## src/design/cfs_pkg.sv

```systemverilog
// Constants, register map and carrier types for the codec frame/slot interface.
// Assumes a 32-bit Avalon-MM slave port with byte addresses and one word per register.
package cfs_pkg;

  // ----------------------------------------
  // Register map (byte addresses)
  // ----------------------------------------
  localparam logic [7:0] CFS_OFS_CTRL = 8'h00;
  localparam logic [7:0] CFS_OFS_TX_SLOT = 8'h04;
  localparam logic [7:0] CFS_OFS_RX_SLOT = 8'h08;
  localparam logic [7:0] CFS_OFS_STATUS = 8'h0C;
  localparam logic [1:0] CFS_TXBUF_REGION = 2'h1;
  localparam logic [1:0] CFS_RXBUF_REGION = 2'h2;

  // ----------------------------------------
  // Reset values and field limits
  // ----------------------------------------
  localparam logic [15:0] CFS_CTRL_RST = 16'h0000;
  localparam logic [15:0] CFS_SLOT_RST = 16'h0000;
  localparam logic [15:0] CFS_CTRL_WMASK = 16'hFF7F;
  localparam logic [3:0] CFS_WS_MAX = 4'hF;

  // ----------------------------------------
  // Frame formats
  // ----------------------------------------
  localparam logic [1:0] CFS_FMT_MULTI = 2'h0;
  localparam logic [1:0] CFS_FMT_I2S = 2'h1;
  localparam logic [1:0] CFS_FMT_ACLINK = 2'h2;

  // ----------------------------------------
  // Types
  // ----------------------------------------
  typedef enum logic [1:0] {
    CFS_ST_IDLE = 2'b01,
    CFS_ST_RUN = 2'b10
  } cfs_state_t;

  typedef struct packed {
    logic [3:0] frame_length_sel;
    logic [3:0] word_size_sel;
    logic rsvd;
    logic idle_slot_drive_mode;
    logic justify_same_cycle;
    logic sample_edge_select;
    logic [1:0] format;
    logic master;
    logic enable;
  } cfs_ctrl_t;

  typedef struct packed {
    logic frame_sync_pin;
    logic frame_sync_oe;
    logic serial_data_out;
    logic serial_data_oe;
  } cfs_link_out_t;

endpackage

```

## src/design/cfs_codec_frame_slot.sv

```systemverilog
// Codec frame-sync, sampling-edge, justification and time-slot engine with its buffers.
// Assumes an Avalon-MM master on i_clk; link pins are asynchronous and oversampled.
//
// Behaviour
// - Multi-channel frame starts one bit after sync.
// - Sampled sync pulse resets the frame generator.
// - I2S: either sync edge starts word, resets.
// - AC-link: tag slot starts one bit after sync.
// - Started frame completes; further syncs are ignored.
// - Sample on falling edge, rising when selected.
// - Justify bit starts data in sync period.
// - Sixteen transmit slot enables, slot per word.
// - Enabled transmit slot loads word, advances pointer.
// - Disabled transmit slots drive zero or float.
// - Enables beyond frame length have no effect.
// - Transmit words left-justified, low bits unsent.
// - Sixteen receive slot enables, 1-16 bit slots.
// - Enabled receive slot stores word, advances pointer.
// - Received words stored unpacked, left-justified.
// - Master emits sync when its generator resets.
// - After last slot, wait for next sync.
// - Pointer advances once per enabled slot.
`timescale 1ns/100ps
module cfs_codec_frame_slot
  import cfs_pkg::*;
#(
  parameter int unsigned DEPTH = 4
)
(
  // Clock, reset, enable
  input wire logic i_clk,
  input wire logic i_sys_rst,
  input wire logic i_ce,
  // Avalon-MM slave
  input wire logic [7:0] i_avs_address,
  input wire logic i_avs_read,
  input wire logic i_avs_write,
  input wire logic [31:0] i_avs_writedata,
  input wire logic [3:0] i_avs_byteenable,
  output logic [31:0] o_avs_readdata,
  output logic o_avs_waitrequest,
  // Codec link
  input wire logic i_serial_bit_clock,
  input wire logic i_frame_sync_pin,
  input wire logic i_serial_data_in,
  output cfs_link_out_t o_link
);

  localparam int unsigned PTR_W = (DEPTH > 1) ? $clog2(DEPTH) : 1;
  localparam logic [PTR_W-1:0] PTR_LAST = PTR_W'(DEPTH - 1);

  // ----------------------------------------
  // Storage
  // ----------------------------------------
  cfs_ctrl_t ctrl_r;
  logic [15:0] tx_mask_r;
  logic [15:0] rx_mask_r;
  logic [15:0] tx_buf_r [DEPTH];
  logic [15:0] rx_buf_r [DEPTH];
  logic [31:0] rdata_r;
  logic wait_r;
  cfs_state_t st_r;
  logic [3:0] bit_cnt_r;
  logic [3:0] slot_cnt_r;
  logic [PTR_W-1:0] ptr_r;
  logic [15:0] tx_sh_r;
  logic [15:0] rx_sh_r;
  logic fs_prev_r;
  cfs_link_out_t link_r;
  logic sck_q1, sck_q2, sck_q3;
  logic fs_q1, fs_q2;
  logic sdi_q1, sdi_q2;

  function automatic logic [15:0] be_merge(input logic [15:0] old, input logic [31:0] wd, input logic [3:0] be);
    be_merge = {be[1] ? wd[15:8] : old[15:8], be[0] ? wd[7:0] : old[7:0]};
  endfunction

  // ----------------------------------------
  // Bus decode
  // ----------------------------------------
  wire logic req = i_avs_read | i_avs_write;
  wire logic wr_take = i_ce & i_avs_write & ~wait_r;
  wire logic rd_cap = i_ce & i_avs_read & wait_r;
  wire logic [3:0] buf_idx = i_avs_address[5:2];
  wire logic idx_ok = 32'(buf_idx) < DEPTH;
  wire logic [PTR_W-1:0] buf_sel = PTR_W'(buf_idx);
  wire logic hit_ctrl = i_avs_address == CFS_OFS_CTRL;
  wire logic hit_txm = i_avs_address == CFS_OFS_TX_SLOT;
  wire logic hit_rxm = i_avs_address == CFS_OFS_RX_SLOT;
  wire logic hit_stat = i_avs_address == CFS_OFS_STATUS;
  wire logic hit_txb = (i_avs_address[7:6] == CFS_TXBUF_REGION) & (i_avs_address[1:0] == 2'h0) & idx_ok;
  wire logic hit_rxb = (i_avs_address[7:6] == CFS_RXBUF_REGION) & (i_avs_address[1:0] == 2'h0) & idx_ok;
  wire logic [31:0] stat_word = {20'h00000, 4'(ptr_r), slot_cnt_r, 3'h0, st_r == CFS_ST_RUN};
  wire logic [31:0] rd_mux = hit_ctrl ? {16'h0000, ctrl_r} :
                             hit_txm ? {16'h0000, tx_mask_r} :
                             hit_rxm ? {16'h0000, rx_mask_r} :
                             hit_stat ? stat_word :
                             hit_txb ? {16'h0000, tx_buf_r[buf_sel]} :
                             hit_rxb ? {16'h0000, rx_buf_r[buf_sel]} : 32'h0000_0000;

  // ----------------------------------------
  // Link edge detection
  // ----------------------------------------
  wire logic sck_rise = sck_q2 & ~sck_q3;
  wire logic sck_fall = ~sck_q2 & sck_q3;
  wire logic samp_edge = i_ce & (ctrl_r.sample_edge_select ? sck_rise : sck_fall);
  wire logic drv_edge = i_ce & (ctrl_r.sample_edge_select ? sck_fall : sck_rise);
  wire logic fs_src = ctrl_r.master ? link_r.frame_sync_pin : fs_q2;
  wire logic is_i2s = ctrl_r.format == CFS_FMT_I2S;
  wire logic fs_seen = is_i2s ? (fs_src ^ fs_prev_r) : fs_src;
  wire logic run = st_r == CFS_ST_RUN;

  // ----------------------------------------
  // Frame and slot sequencing
  // ----------------------------------------
  wire logic start = samp_edge & ~run & ctrl_r.enable & fs_seen;
  wire logic just_start = start & ctrl_r.justify_same_cycle;
  wire logic bit_take = (samp_edge & run) | just_start;
  wire logic [3:0] ws = ctrl_r.word_size_sel;
  wire logic [3:0] cnt_eff = run ? bit_cnt_r : 4'h0;
  wire logic [3:0] slot_eff = run ? slot_cnt_r : 4'h0;
  wire logic [3:0] slot_nxt = 4'(slot_eff + 4'h1);
  wire logic slot_end = bit_take & (cnt_eff == ws);
  wire logic frame_end = slot_end & (slot_eff == ctrl_r.frame_length_sel);
  wire logic tx_en = tx_mask_r[slot_eff];
  wire logic rx_en = rx_mask_r[slot_eff];
  wire logic ptr_adv = slot_end & (tx_en | rx_en);
  wire logic [PTR_W-1:0] ptr_nxt = ptr_adv ? ((ptr_r == PTR_LAST) ? '0 : PTR_W'(ptr_r + 1'b1)) : ptr_r;
  wire logic [15:0] rx_word = {rx_sh_r[14:0], sdi_q2};
  wire logic [15:0] rx_just = 16'(rx_word << (CFS_WS_MAX - ws));
  wire logic tx_load = start | (slot_end & ~frame_end);
  wire logic [15:0] tx_first = tx_mask_r[0] ? tx_buf_r[ptr_r] : 16'h0000;
  wire logic [15:0] tx_next = tx_mask_r[slot_nxt] ? tx_buf_r[ptr_nxt] : 16'h0000;
  wire logic [15:0] tx_word = (start & ~slot_end) ? tx_first : tx_next;
  wire logic next_en = (start & ~slot_end) ? tx_mask_r[0] : (run ? tx_en : 1'b0);
  wire logic fs_gen_set = ~run & ctrl_r.enable & ctrl_r.master & (link_r.frame_sync_pin == fs_prev_r);

  // ----------------------------------------
  // Synchronisers
  // ----------------------------------------
  always_ff @(posedge i_clk or posedge i_sys_rst)
  begin
    if (i_sys_rst)
    begin
      {sck_q1, sck_q2, sck_q3} <= 3'h0;
      {fs_q1, fs_q2, sdi_q1, sdi_q2} <= 4'h0;
    end
    else if (i_ce)
    begin
      {sck_q1, sck_q2, sck_q3} <= {i_serial_bit_clock, sck_q1, sck_q2};
      {fs_q1, fs_q2, sdi_q1, sdi_q2} <= {i_frame_sync_pin, fs_q1, i_serial_data_in, sdi_q1};
    end
  end

  // ----------------------------------------
  // Bus slave
  // ----------------------------------------
  always_ff @(posedge i_clk or posedge i_sys_rst)
  begin
    if (i_sys_rst)
    begin
      wait_r <= 1'b1;
      rdata_r <= 32'h0000_0000;
      ctrl_r <= CFS_CTRL_RST;
      tx_mask_r <= CFS_SLOT_RST;
      rx_mask_r <= CFS_SLOT_RST;
    end
    else if (i_ce)
    begin
      wait_r <= ~(req & wait_r);
      if (rd_cap)
        rdata_r <= rd_mux;
      if (wr_take & hit_ctrl)
        ctrl_r <= be_merge(ctrl_r, i_avs_writedata, i_avs_byteenable) & CFS_CTRL_WMASK;
      if (wr_take & hit_txm)
        tx_mask_r <= be_merge(tx_mask_r, i_avs_writedata, i_avs_byteenable);
      if (wr_take & hit_rxm)
        rx_mask_r <= be_merge(rx_mask_r, i_avs_writedata, i_avs_byteenable);
    end
  end

  // ----------------------------------------
  // Buffers
  // ----------------------------------------
  for (genvar g = 0; g < DEPTH; g++)
  begin : g_buf
    always_ff @(posedge i_clk or posedge i_sys_rst)
    begin
      if (i_sys_rst)
      begin
        tx_buf_r[g] <= 16'h0000;
        rx_buf_r[g] <= 16'h0000;
      end
      else if (i_ce)
      begin
        if (wr_take & hit_txb & (buf_sel == PTR_W'(g)))
          tx_buf_r[g] <= be_merge(tx_buf_r[g], i_avs_writedata, i_avs_byteenable);
        if (slot_end & rx_en & (ptr_r == PTR_W'(g)))
          rx_buf_r[g] <= rx_just;
      end
    end
  end

  // ----------------------------------------
  // Frame state and counters
  // ----------------------------------------
  always_ff @(posedge i_clk or posedge i_sys_rst)
  begin
    if (i_sys_rst)
    begin
      st_r <= CFS_ST_IDLE;
      bit_cnt_r <= 4'h0;
      slot_cnt_r <= 4'h0;
      ptr_r <= '0;
      fs_prev_r <= 1'b0;
      rx_sh_r <= 16'h0000;
    end
    else if (samp_edge)
    begin
      fs_prev_r <= fs_src;
      ptr_r <= ptr_nxt;
      case (st_r)
        CFS_ST_IDLE:
          if (start & ~frame_end)
            st_r <= CFS_ST_RUN;
        CFS_ST_RUN:
          if (frame_end)
            st_r <= CFS_ST_IDLE;
        default:
          st_r <= CFS_ST_IDLE;
      endcase
      if (bit_take)
      begin
        rx_sh_r <= rx_word;
        bit_cnt_r <= slot_end ? 4'h0 : 4'(cnt_eff + 4'h1);
        slot_cnt_r <= frame_end ? 4'h0 : (slot_end ? slot_nxt : slot_eff);
      end
      else if (start)
      begin
        bit_cnt_r <= 4'h0;
        slot_cnt_r <= 4'h0;
      end
    end
  end

  // ----------------------------------------
  // Transmit shifter and pins
  // ----------------------------------------
  always_ff @(posedge i_clk or posedge i_sys_rst)
  begin
    if (i_sys_rst)
    begin
      tx_sh_r <= 16'h0000;
      link_r <= '0;
    end
    else if (i_ce)
    begin
      link_r.frame_sync_oe <= ctrl_r.master & ctrl_r.enable;
      if (tx_load)
        tx_sh_r <= tx_word;
      else if (drv_edge & run)
        tx_sh_r <= {tx_sh_r[14:0], 1'b0};
      if (drv_edge)
      begin
        link_r.serial_data_out <= run & tx_en & tx_sh_r[15];
        link_r.serial_data_oe <= (run & tx_en) | ~ctrl_r.idle_slot_drive_mode;
        if (is_i2s)
          link_r.frame_sync_pin <= fs_gen_set ? ~link_r.frame_sync_pin : link_r.frame_sync_pin;
        else
          link_r.frame_sync_pin <= fs_gen_set & ~link_r.frame_sync_pin;
      end
      if (just_start)
      begin
        link_r.serial_data_out <= next_en & tx_word[15];
        link_r.serial_data_oe <= next_en | ~ctrl_r.idle_slot_drive_mode;
      end
    end
  end

  assign o_link = link_r;
  assign o_avs_readdata = rdata_r;
  assign o_avs_waitrequest = wait_r;

  // ----------------------------------------
  // Assertions
  // ----------------------------------------
  chk_start_enters_run: assert property (@(posedge i_clk) disable iff (i_sys_rst)
    (start & ~frame_end) |=> (st_r == CFS_ST_RUN && slot_cnt_r == 4'h0))
    else $error("frame start did not enter run");
  chk_sync_ignored_in_frame: assert property (@(posedge i_clk) disable iff (i_sys_rst)
    (run & samp_edge & fs_seen & ~frame_end) |=> (st_r == CFS_ST_RUN))
    else $error("sync restarted a running frame");
  chk_frame_end_idle: assert property (@(posedge i_clk) disable iff (i_sys_rst)
    (run & frame_end) |=> (st_r == CFS_ST_IDLE && slot_cnt_r == 4'h0 && bit_cnt_r == 4'h0))
    else $error("frame did not end after last slot");
  chk_ptr_advance: assert property (@(posedge i_clk) disable iff (i_sys_rst)
    (ptr_adv & (ptr_r != PTR_LAST)) |=> (ptr_r == PTR_W'($past(ptr_r) + 1'b1)))
    else $error("pointer did not advance on enabled slot");
  chk_ptr_hold: assert property (@(posedge i_clk) disable iff (i_sys_rst)
    (slot_end & ~tx_en & ~rx_en) |=> $stable(ptr_r))
    else $error("pointer moved on disabled slot");
  chk_rx_store_word: assert property (@(posedge i_clk) disable iff (i_sys_rst)
    (slot_end & rx_en) |=> (rx_buf_r[$past(ptr_r)] == $past(rx_just)))
    else $error("received word not stored left-justified");
  chk_idle_slot_zero: assert property (@(posedge i_clk) disable iff (i_sys_rst)
    (drv_edge & run & ~tx_en & ~ctrl_r.idle_slot_drive_mode & ~tx_load) |=>
      (!o_link.serial_data_out && o_link.serial_data_oe))
    else $error("disabled slot not driven low");
  chk_idle_slot_float: assert property (@(posedge i_clk) disable iff (i_sys_rst)
    (drv_edge & run & ~tx_en & ctrl_r.idle_slot_drive_mode & ~tx_load) |=> !o_link.serial_data_oe)
    else $error("disabled slot not released");
  chk_bit_count: assert property (@(posedge i_clk) disable iff (i_sys_rst)
    (bit_take & ~slot_end) |=> (bit_cnt_r == 4'($past(cnt_eff) + 4'h1)))
    else $error("slot bit counter skipped");
  chk_sample_level: assert property (@(posedge i_clk) disable iff (i_sys_rst)
    (samp_edge & run) |-> (sck_q2 == ctrl_r.sample_edge_select))
    else $error("data sampled on wrong clock edge");
  chk_bus_answer: assert property (@(posedge i_clk) disable iff (i_sys_rst)
    (i_ce & req & wait_r) |=> (!o_avs_waitrequest ##1 o_avs_waitrequest))
    else $error("bus answer not one cycle");
  chk_sync_drive_master: assert property (@(posedge i_clk) disable iff (i_sys_rst)
    i_ce |=> (o_link.frame_sync_oe == $past(ctrl_r.master & ctrl_r.enable)))
    else $error("sync pin drive does not follow master mode");
  chk_idle_holds_state: assert property (@(posedge i_clk) disable iff (i_sys_rst)
    (~run & samp_edge & ~start) |=> (st_r == CFS_ST_IDLE && $stable(slot_cnt_r) && $stable(ptr_r)))
    else $error("idle frame logic moved without sync");
  chk_tx_msb_first: assert property (@(posedge i_clk) disable iff (i_sys_rst)
    (drv_edge & run & tx_en) |=> (o_link.serial_data_out == $past(tx_sh_r[15])))
    else $error("transmit bit not taken from shifter top");
  chk_justify_first_bit: assert property (@(posedge i_clk) disable iff (i_sys_rst)
    (just_start & (ws != 4'h0)) |=> (run && bit_cnt_r == 4'h1))
    else $error("justified frame did not take its first bit");

  cov_multi_frame: cover property (@(posedge i_clk) disable iff (i_sys_rst)
    (run & frame_end & (ctrl_r.format == CFS_FMT_MULTI)));
  cov_i2s_start: cover property (@(posedge i_clk) disable iff (i_sys_rst) (start & is_i2s));
  cov_aclink_start: cover property (@(posedge i_clk) disable iff (i_sys_rst)
    (start & (ctrl_r.format == CFS_FMT_ACLINK)));
  cov_justified_store: cover property (@(posedge i_clk) disable iff (i_sys_rst)
    (just_start ##[1:200] (slot_end & rx_en)));

endmodule

```

## config.mk

```make
export PLATFORM = sky130hd
export DESIGN_NAME = cfs_codec_frame_slot
export DESIGN_NICKNAME = d
export VERILOG_FILES = /design/src/design/cfs_pkg.sv /design/src/design/cfs_codec_frame_slot.sv
export SDC_FILE = /design/constraint.sdc
export NUM_CORES = 1
export LEC_CHECK = 0
export BUFFER_PORTS_ARGS = -buffer_cell sky130_fd_sc_hd__buf_4
export CAP_MARGIN = 5
export CORE_ASPECT_RATIO = 2
export CORE_MARGIN = 2
export CORE_UTILIZATION = 66
export DETAILED_ROUTE_END_ITERATION = 16
export GPL_ROUTABILITY_DRIVEN = 0
export PLACE_DENSITY = 0.93
export SYNTH_ARGS = -nofsm -noshare
export SYNTH_HDL_FRONTEND = slang
export SYNTH_SLANG_ARGS = --single-unit
```

## constraint.sdc

```tcl
create_clock -name i_clk -period 14.75 [get_ports i_clk]
set_clock_uncertainty 0.05 [all_clocks]
set_input_delay 0 -clock i_clk [delete_from_list [all_inputs] [get_ports i_clk]]
set_output_delay 0 -clock i_clk [all_outputs]
set_load 0.01 [all_outputs]
```

### Word level (Yosys, flattened, before mapping)

Cells that the tools add are included.

| word-level totals | value |
|---|---|
| bits in registers | 263 |
| output and inout bits | 37 |
| logic and storage cells | 224 |

| cells by class | value |
|---|---|
| $add $sub $neg | 4 |
| magnitude comparators | 6 |
| equality and inequality tests | 20 |
| shifts and indexed selects | 1 |
| muxes and demuxes | 52 |
| bitwise gates (word level) | 65 |
| reduce and logical (&&, ||, !) cells | 32 |

Operator list:

| operator | count |
|---|---|
| $mux 16 | 19 |
| $bmux 16 s2 | 4 |
| $reduce_and 3->1 | 16 |
| $and 1x1->1 | 46 |
| $mux 4 | 8 |
| $reduce_and 2->1 | 9 |
| $eq 8x4->1 const B | 2 |
| $shl 16x4->16 | 1 |
| $bmux 1 s4 | 3 |
| $eq 2x2->1 const B | 6 |
| $mux 2 | 6 |
| $mux 1 | 11 |
| $eq 2x1->1 const B | 5 |
| $lt 4x5->1 const B | 2 |
| $ge 3x3->1 const B | 3 |
| $not 1->1 | 9 |
| $not 2->3 | 3 |
| $add 4x1->4 const B | 2 |
| $eq 4x4->1 | 2 |
| $eq 8x3->1 const B | 1 |
| $logic_not 8->1 | 1 |
| $logic_not 2->1 | 3 |
| $or 1x1->1 | 6 |
| $reduce_bool 2->1 | 3 |
| 8 further kinds | 9 |

### Logic depth before layout (Yosys ltp)

| depth | value |
|---|---|
| depth after elaboration | 20 |
| gate-level depth with buffers | 14 |
| gate-level depth less buffers | 12 |

### Worst setup path after synthesis

No wires, ideal clock.

| timing path | value |
|---|---|
| kind | register to register |
| start | register st_r[1] |
| end | register tx_sh_r[0] |
| setup time | 119 ps |
| arrival time | 2996 ps |
| data required time | 14581 ps |
| setup slack | 11585 ps |
| stages on the path, launching flop included | 13 |
| clock period less this slack | 3165 ps |
| path through | dfrtp_1 nor2b_1 buf_2 and2_1 ha_1 xor2_1 mux4_2 mux2i_1 mux2i_1 nand3_1 buf_2 o221ai_1 o21a_1 |

| on the way | value |
|---|---|
| cells in the longest elaborated chain, start to end | 17 |
| elaborated cells on any way between the ends | 39 |
| classes of those cells | add/sub (1); eq/ne (3); mux (15); bitwise (18); reduce/logical (2) |

Ends and longest elaborated chain:

| element | line | text |
|---|---|---|
| start: declaration | cfs_codec_frame_slot.sv:62 | `cfs_state_t st_r;` |
| start signal: assignment | cfs_codec_frame_slot.sv:211 | `st_r <= CFS_ST_IDLE;` |
| start signal: assignment | cfs_codec_frame_slot.sv:225 | `st_r <= CFS_ST_RUN;` |
| start signal: assignment | cfs_codec_frame_slot.sv:228 | `st_r <= CFS_ST_IDLE;` |
| $eq 2x2->1 (*) | cfs_codec_frame_slot.sv:111 | `wire logic run = st_r == CFS_ST_RUN;` |
| branches (longest 16 deep; another with $bmux 16 s2) | n/a |  |
| end signal: assignment | cfs_codec_frame_slot.sv:260 | `tx_sh_r <= tx_word;` |
| end signal: assignment | cfs_codec_frame_slot.sv:262 | `tx_sh_r <= {tx_sh_r[14:0], 1'b0};` |
| end: declaration | cfs_codec_frame_slot.sv:66 | `logic [15:0] tx_sh_r;` |

Every way passes the cells marked *. The select of a mux whose other input is x is not followed.
A chain may end at the register's enable or synchronous reset.

### Final worst setup path

| timing path | value |
|---|---|
| start | register st_r[0] |
| end | register tx_sh_r[12] |

The elaborated chain is that of the path after synthesis.

==> flow_summary.yaml <==
synthesis:
  synthFlopType: "dfrtp_1"
  synth_area_mm2: 0.01330
  synth_area_leader_cell: "dfrtp_1"
  synth_edf_count: 0
  ys_seq_area_share_pct: 46.49
  yosys-top-cells-area: "dfrtp_1 (46%), mux2_2 (17%), mux4_2 (9.7%)"
  synthCells: 1044
  ys_warn_count: 0
  synth_top_area_share_pct: 46.09
  async_reset_ff_share_pct: 100.0
  syn_avg_cell_area_um2: 12.74
  synth-seq-cells: 247
  synth_cell_type_count: 62
global_routing:
  gr-total-overflow: 0
  grtUsageTotal_pct: 36.71
  antenna_found_initial: 2
  grt_max_degree: 96
  grt_pass1_wl_mm: 59.44
  grt_pass1_vias: 10644
route:
  drt_first_pass_iters: 10
  route.met2.wl_mm: 18.83
  drt-initial-drc-count: 1109
  highest_layer: "met4"
  via_per_inst: 7.217
  met3_length_mm: 3.473
  wirelength_mm: 37.79
  vias: 9966
  avgRoutedWirePerCell_um: 27.36
  ant_nets: 0
  route.detailed.drc: 0
  met1Wirelength_mm: 11.84
floorplanning:
  rows: 73
  start_util_pct: 67.11
  core-area_mm2: 0.01982
  die_width_um: 104.4
  dieArea_mm2: 0.02137
  die_y_um: 204.8
  boundaryPins: 89
critical_path:
  r2r.worst_path.cells: 9
  cp.required_ns: 15.14
  worst-path-stages: 9
  critPathBufInv: 0
  cp_max_fo: 17
  cp_top_family: "simple AND/OR/NAND/NOR gates"
  crit_chain: "nand2b_1 > nor2_1 > o32ai_1 > and4bb_2 > o21ai_4 > mux2i_1 > nand3_1 > o221a_2 > a21oi_1"
  startpoint_type: "flop"
  critPathSlowestCell: "nand3_1"
  cp_slowest_stage_delay_ns: 0.68
  crit_path_end_kind: "flop"
  crit_arrival_ns: 4.73
  critPathKind: "reg2reg"
sta:
  layout_min_cycle_time_ns: 4.348
  setup_viol: 0
  rsz0062_at_grt: "false"
  max_freq_mhz: 230.0
  fin_setup_tns_ns: 0
  max-slew-margin-rel_pct: 24.84
  tightest_slew_ns: 1.123
  fin_crit_sh_pct: 29.48
  slew_viol_final: 0
  finalHoldViolations: 0
power_and_ir_drop:
  power_density_mw_per_mm2: 94.91
  leakage_nw: 7.054
  totalPowerFinal_w: 0.001415
  irDropWorstVdd_mv: 0.09909
status:
  outcome: "finished, final reports clean"
layout:
  drive_gt1_share_pct: 34.53
  fin_area_mm2: 0.01491
  syn_to_final_growth_pct: 12.06
  finalNetCount: 1160
cts:
  cts_tree: "done"
  clk_latency_ns: 0.53
  cts.repair.resized: 0
  clockRootBuffer: "clkbuf_16"
  numCtsBuffers: 22
  cts_buffer_depth: 3
  cts.reportedPaths.clkPinSlew_ns: 0.08
  clock_sinks: 247
  cts.htree.levels: 1
  postCtsSetupRepairBufs: 0
placed_design:
  dp.final_hpwl_mm: 24.04
  place_area_mm2: 0.01380
  port-buffer-count: 54
hold_path:
  hp-class: "in2reg"
  min_path_cells: 4
run:
  max_cap_viol_count: 0
## per-layer routing
metal | vias up | GRT usage [%]
li1 | 4038 | -
met1 | 4934 | 39.06
met2 | 742 | 61.06
met3 | 252 | 9.100
met4 | 0 | 30.55
met5 | - | 0
## cell usage in the layout (no fill, tap or decap), drive strengths merged, types with 7 or more instances in the layout
cell         count
a21o            10
a21oi           59
a221oi          12
a222oi           9
a22oi           11
a31oi            7
and2             7
buf             67
clkbuf          34
conb            16
dfrtp          245
dlygate4sd3     30
inv             18
mux2           202
mux2i           82
mux4            57
nand2           62
nand2b           9
nand3           13
nor2            38
nor2b            7
o21ai           27
o221a           14
## synth_stat cells, types with 6 or more instances
| master | n |
|---|---|
| dfrtp_1 | 245 |
| mux2_2 | 202 |
| mux2i_1 | 81 |
| nand2_1 | 62 |
| mux4_2 | 57 |
| a21oi_1 | 51 |
| nor2_1 | 38 |
| clkbuf_1 | 31 |
| o21ai_0 | 26 |
| buf_4 | 20 |
| inv_1 | 18 |
| nand3_1 | 13 |
| a221oi_1 | 12 |
| buf_1 | 12 |
| buf_2 | 12 |
| a22oi_1 | 11 |
| a21o_1 | 10 |
| a222oi_1 | 9 |
| nand2b_1 | 9 |
| a21oi_2 | 8 |
| o221a_1 | 8 |
| a31oi_1 | 7 |
| and2_1 | 7 |
| nor2b_1 | 7 |
| ha_1 | 6 |
| o221a_2 | 6 |
## power breakdown
part           internal (W)  switching, W  leakage, nW
Clock              0.000386      0.000260        0.397
Sequential         0.000685    0.00000737         3.42
Combinational     0.0000285     0.0000479         3.24
Total               0.00110      0.000315         7.05
## timing repair
item,4_1_cts,5_1_grt
endpoints found under the hold margin,216,0
endpoints found under the setup margin,0,0
hold buffers,30,0
## cells by family after synthesis
logic type | synth area share, %
flops | 46.49
simple gates | 5.757
compound gates | 9.933
other cells | 0.02819
xor+xnor | 0.6584
buf+inv | 3.556
mux | 33.02
fa+ha+maj | 0.5644
## worst paths after layout
kind	startpoint	slack, ns	to
setup / recovery	st_r[0]$_DFFE_PP1P_	10.40	tx_sh_r[12]$_DFFE_PP0P_
hold / removal	i_avs_address[0]	0.04	o_avs_readdata[7]$_DFFE_PP0P_
setup reg to reg	st_r[0]$_DFFE_PP1P_	10.40	tx_sh_r[12]$_DFFE_PP0P_
hold reg to reg	o_avs_readdata[10]$_DFFE_PP0P_	0.43	o_avs_readdata[10]$_DFFE_PP0P_
max in group asynchronous	i_sys_rst	13.10	o_link[1]$_DFFE_PP0P_
min in group asynchronous	i_sys_rst	0.06	sdi_q1$_DFFE_PP0P_
## cell type report
| type | count | area, um2 |
|---|---|---|
| diodes | 1 | 2.502 |
| clock buffers | 34 | 676.9 |
| clock inverters | 6 | 130.1 |
| fillers | 1105 | 4915 |
| inverters | 18 | 75.07 |
| multi-input cells | 716 | 6706 |
| flip-flops and latches | 247 | 6183 |
| well taps | 262 | 327.8 |
| repair buffers | 97 | 803.3 |
## flip-flops by register name (all words and copies together) (netlist names), 2 cells and up
| register | count |
|---|---|
| slot_cnt_r | 4 |
| o_avs_readdata | 16 |
| ptr_r | 2 |
| rx_mask_r | 16 |
| rx_buf_r | 64 |
| tx_buf_r | 64 |
| tx_mask_r | 16 |
| ctrl_r | 11 |
| rx_sh_r | 15 |
| tx_sh_r | 16 |
| o_link | 4 |
| ws | 4 |
| bit_cnt_r | 4 |
| st_r | 2 |
## worst register-to-register path, cell delays in order, from the launching register on
cell and delay, ns:
dfstp_2 0.57, nand2b_1 0.65, nor2_1 0.18, o32ai_1 0.57, and4bb_2 0.47, o21ai_4 0.12
mux2i_1 0.29, nand3_1 0.68, o221a_2 0.54, a21oi_1 0.14
## per-stage QoR
step / instances / util [%] / hold slack, ns / worst slack (ns)
final: 1381 / 75.20 / 0.04438 / 10.40
after global routing: 1381 / 75.20 / 0.06472 / 10.28
after CTS: 1380 / 75.19 / 0.02624 / 10.58
after detailed placement: 1310 / 69.60 / 0.08503 / 10.60
after global placement: 1310 / 69.60 / 0.08230 / 10.64
after floorplan: 1059 / - / 0.1006 / 7.917
(Power assumes the default switching activity.)
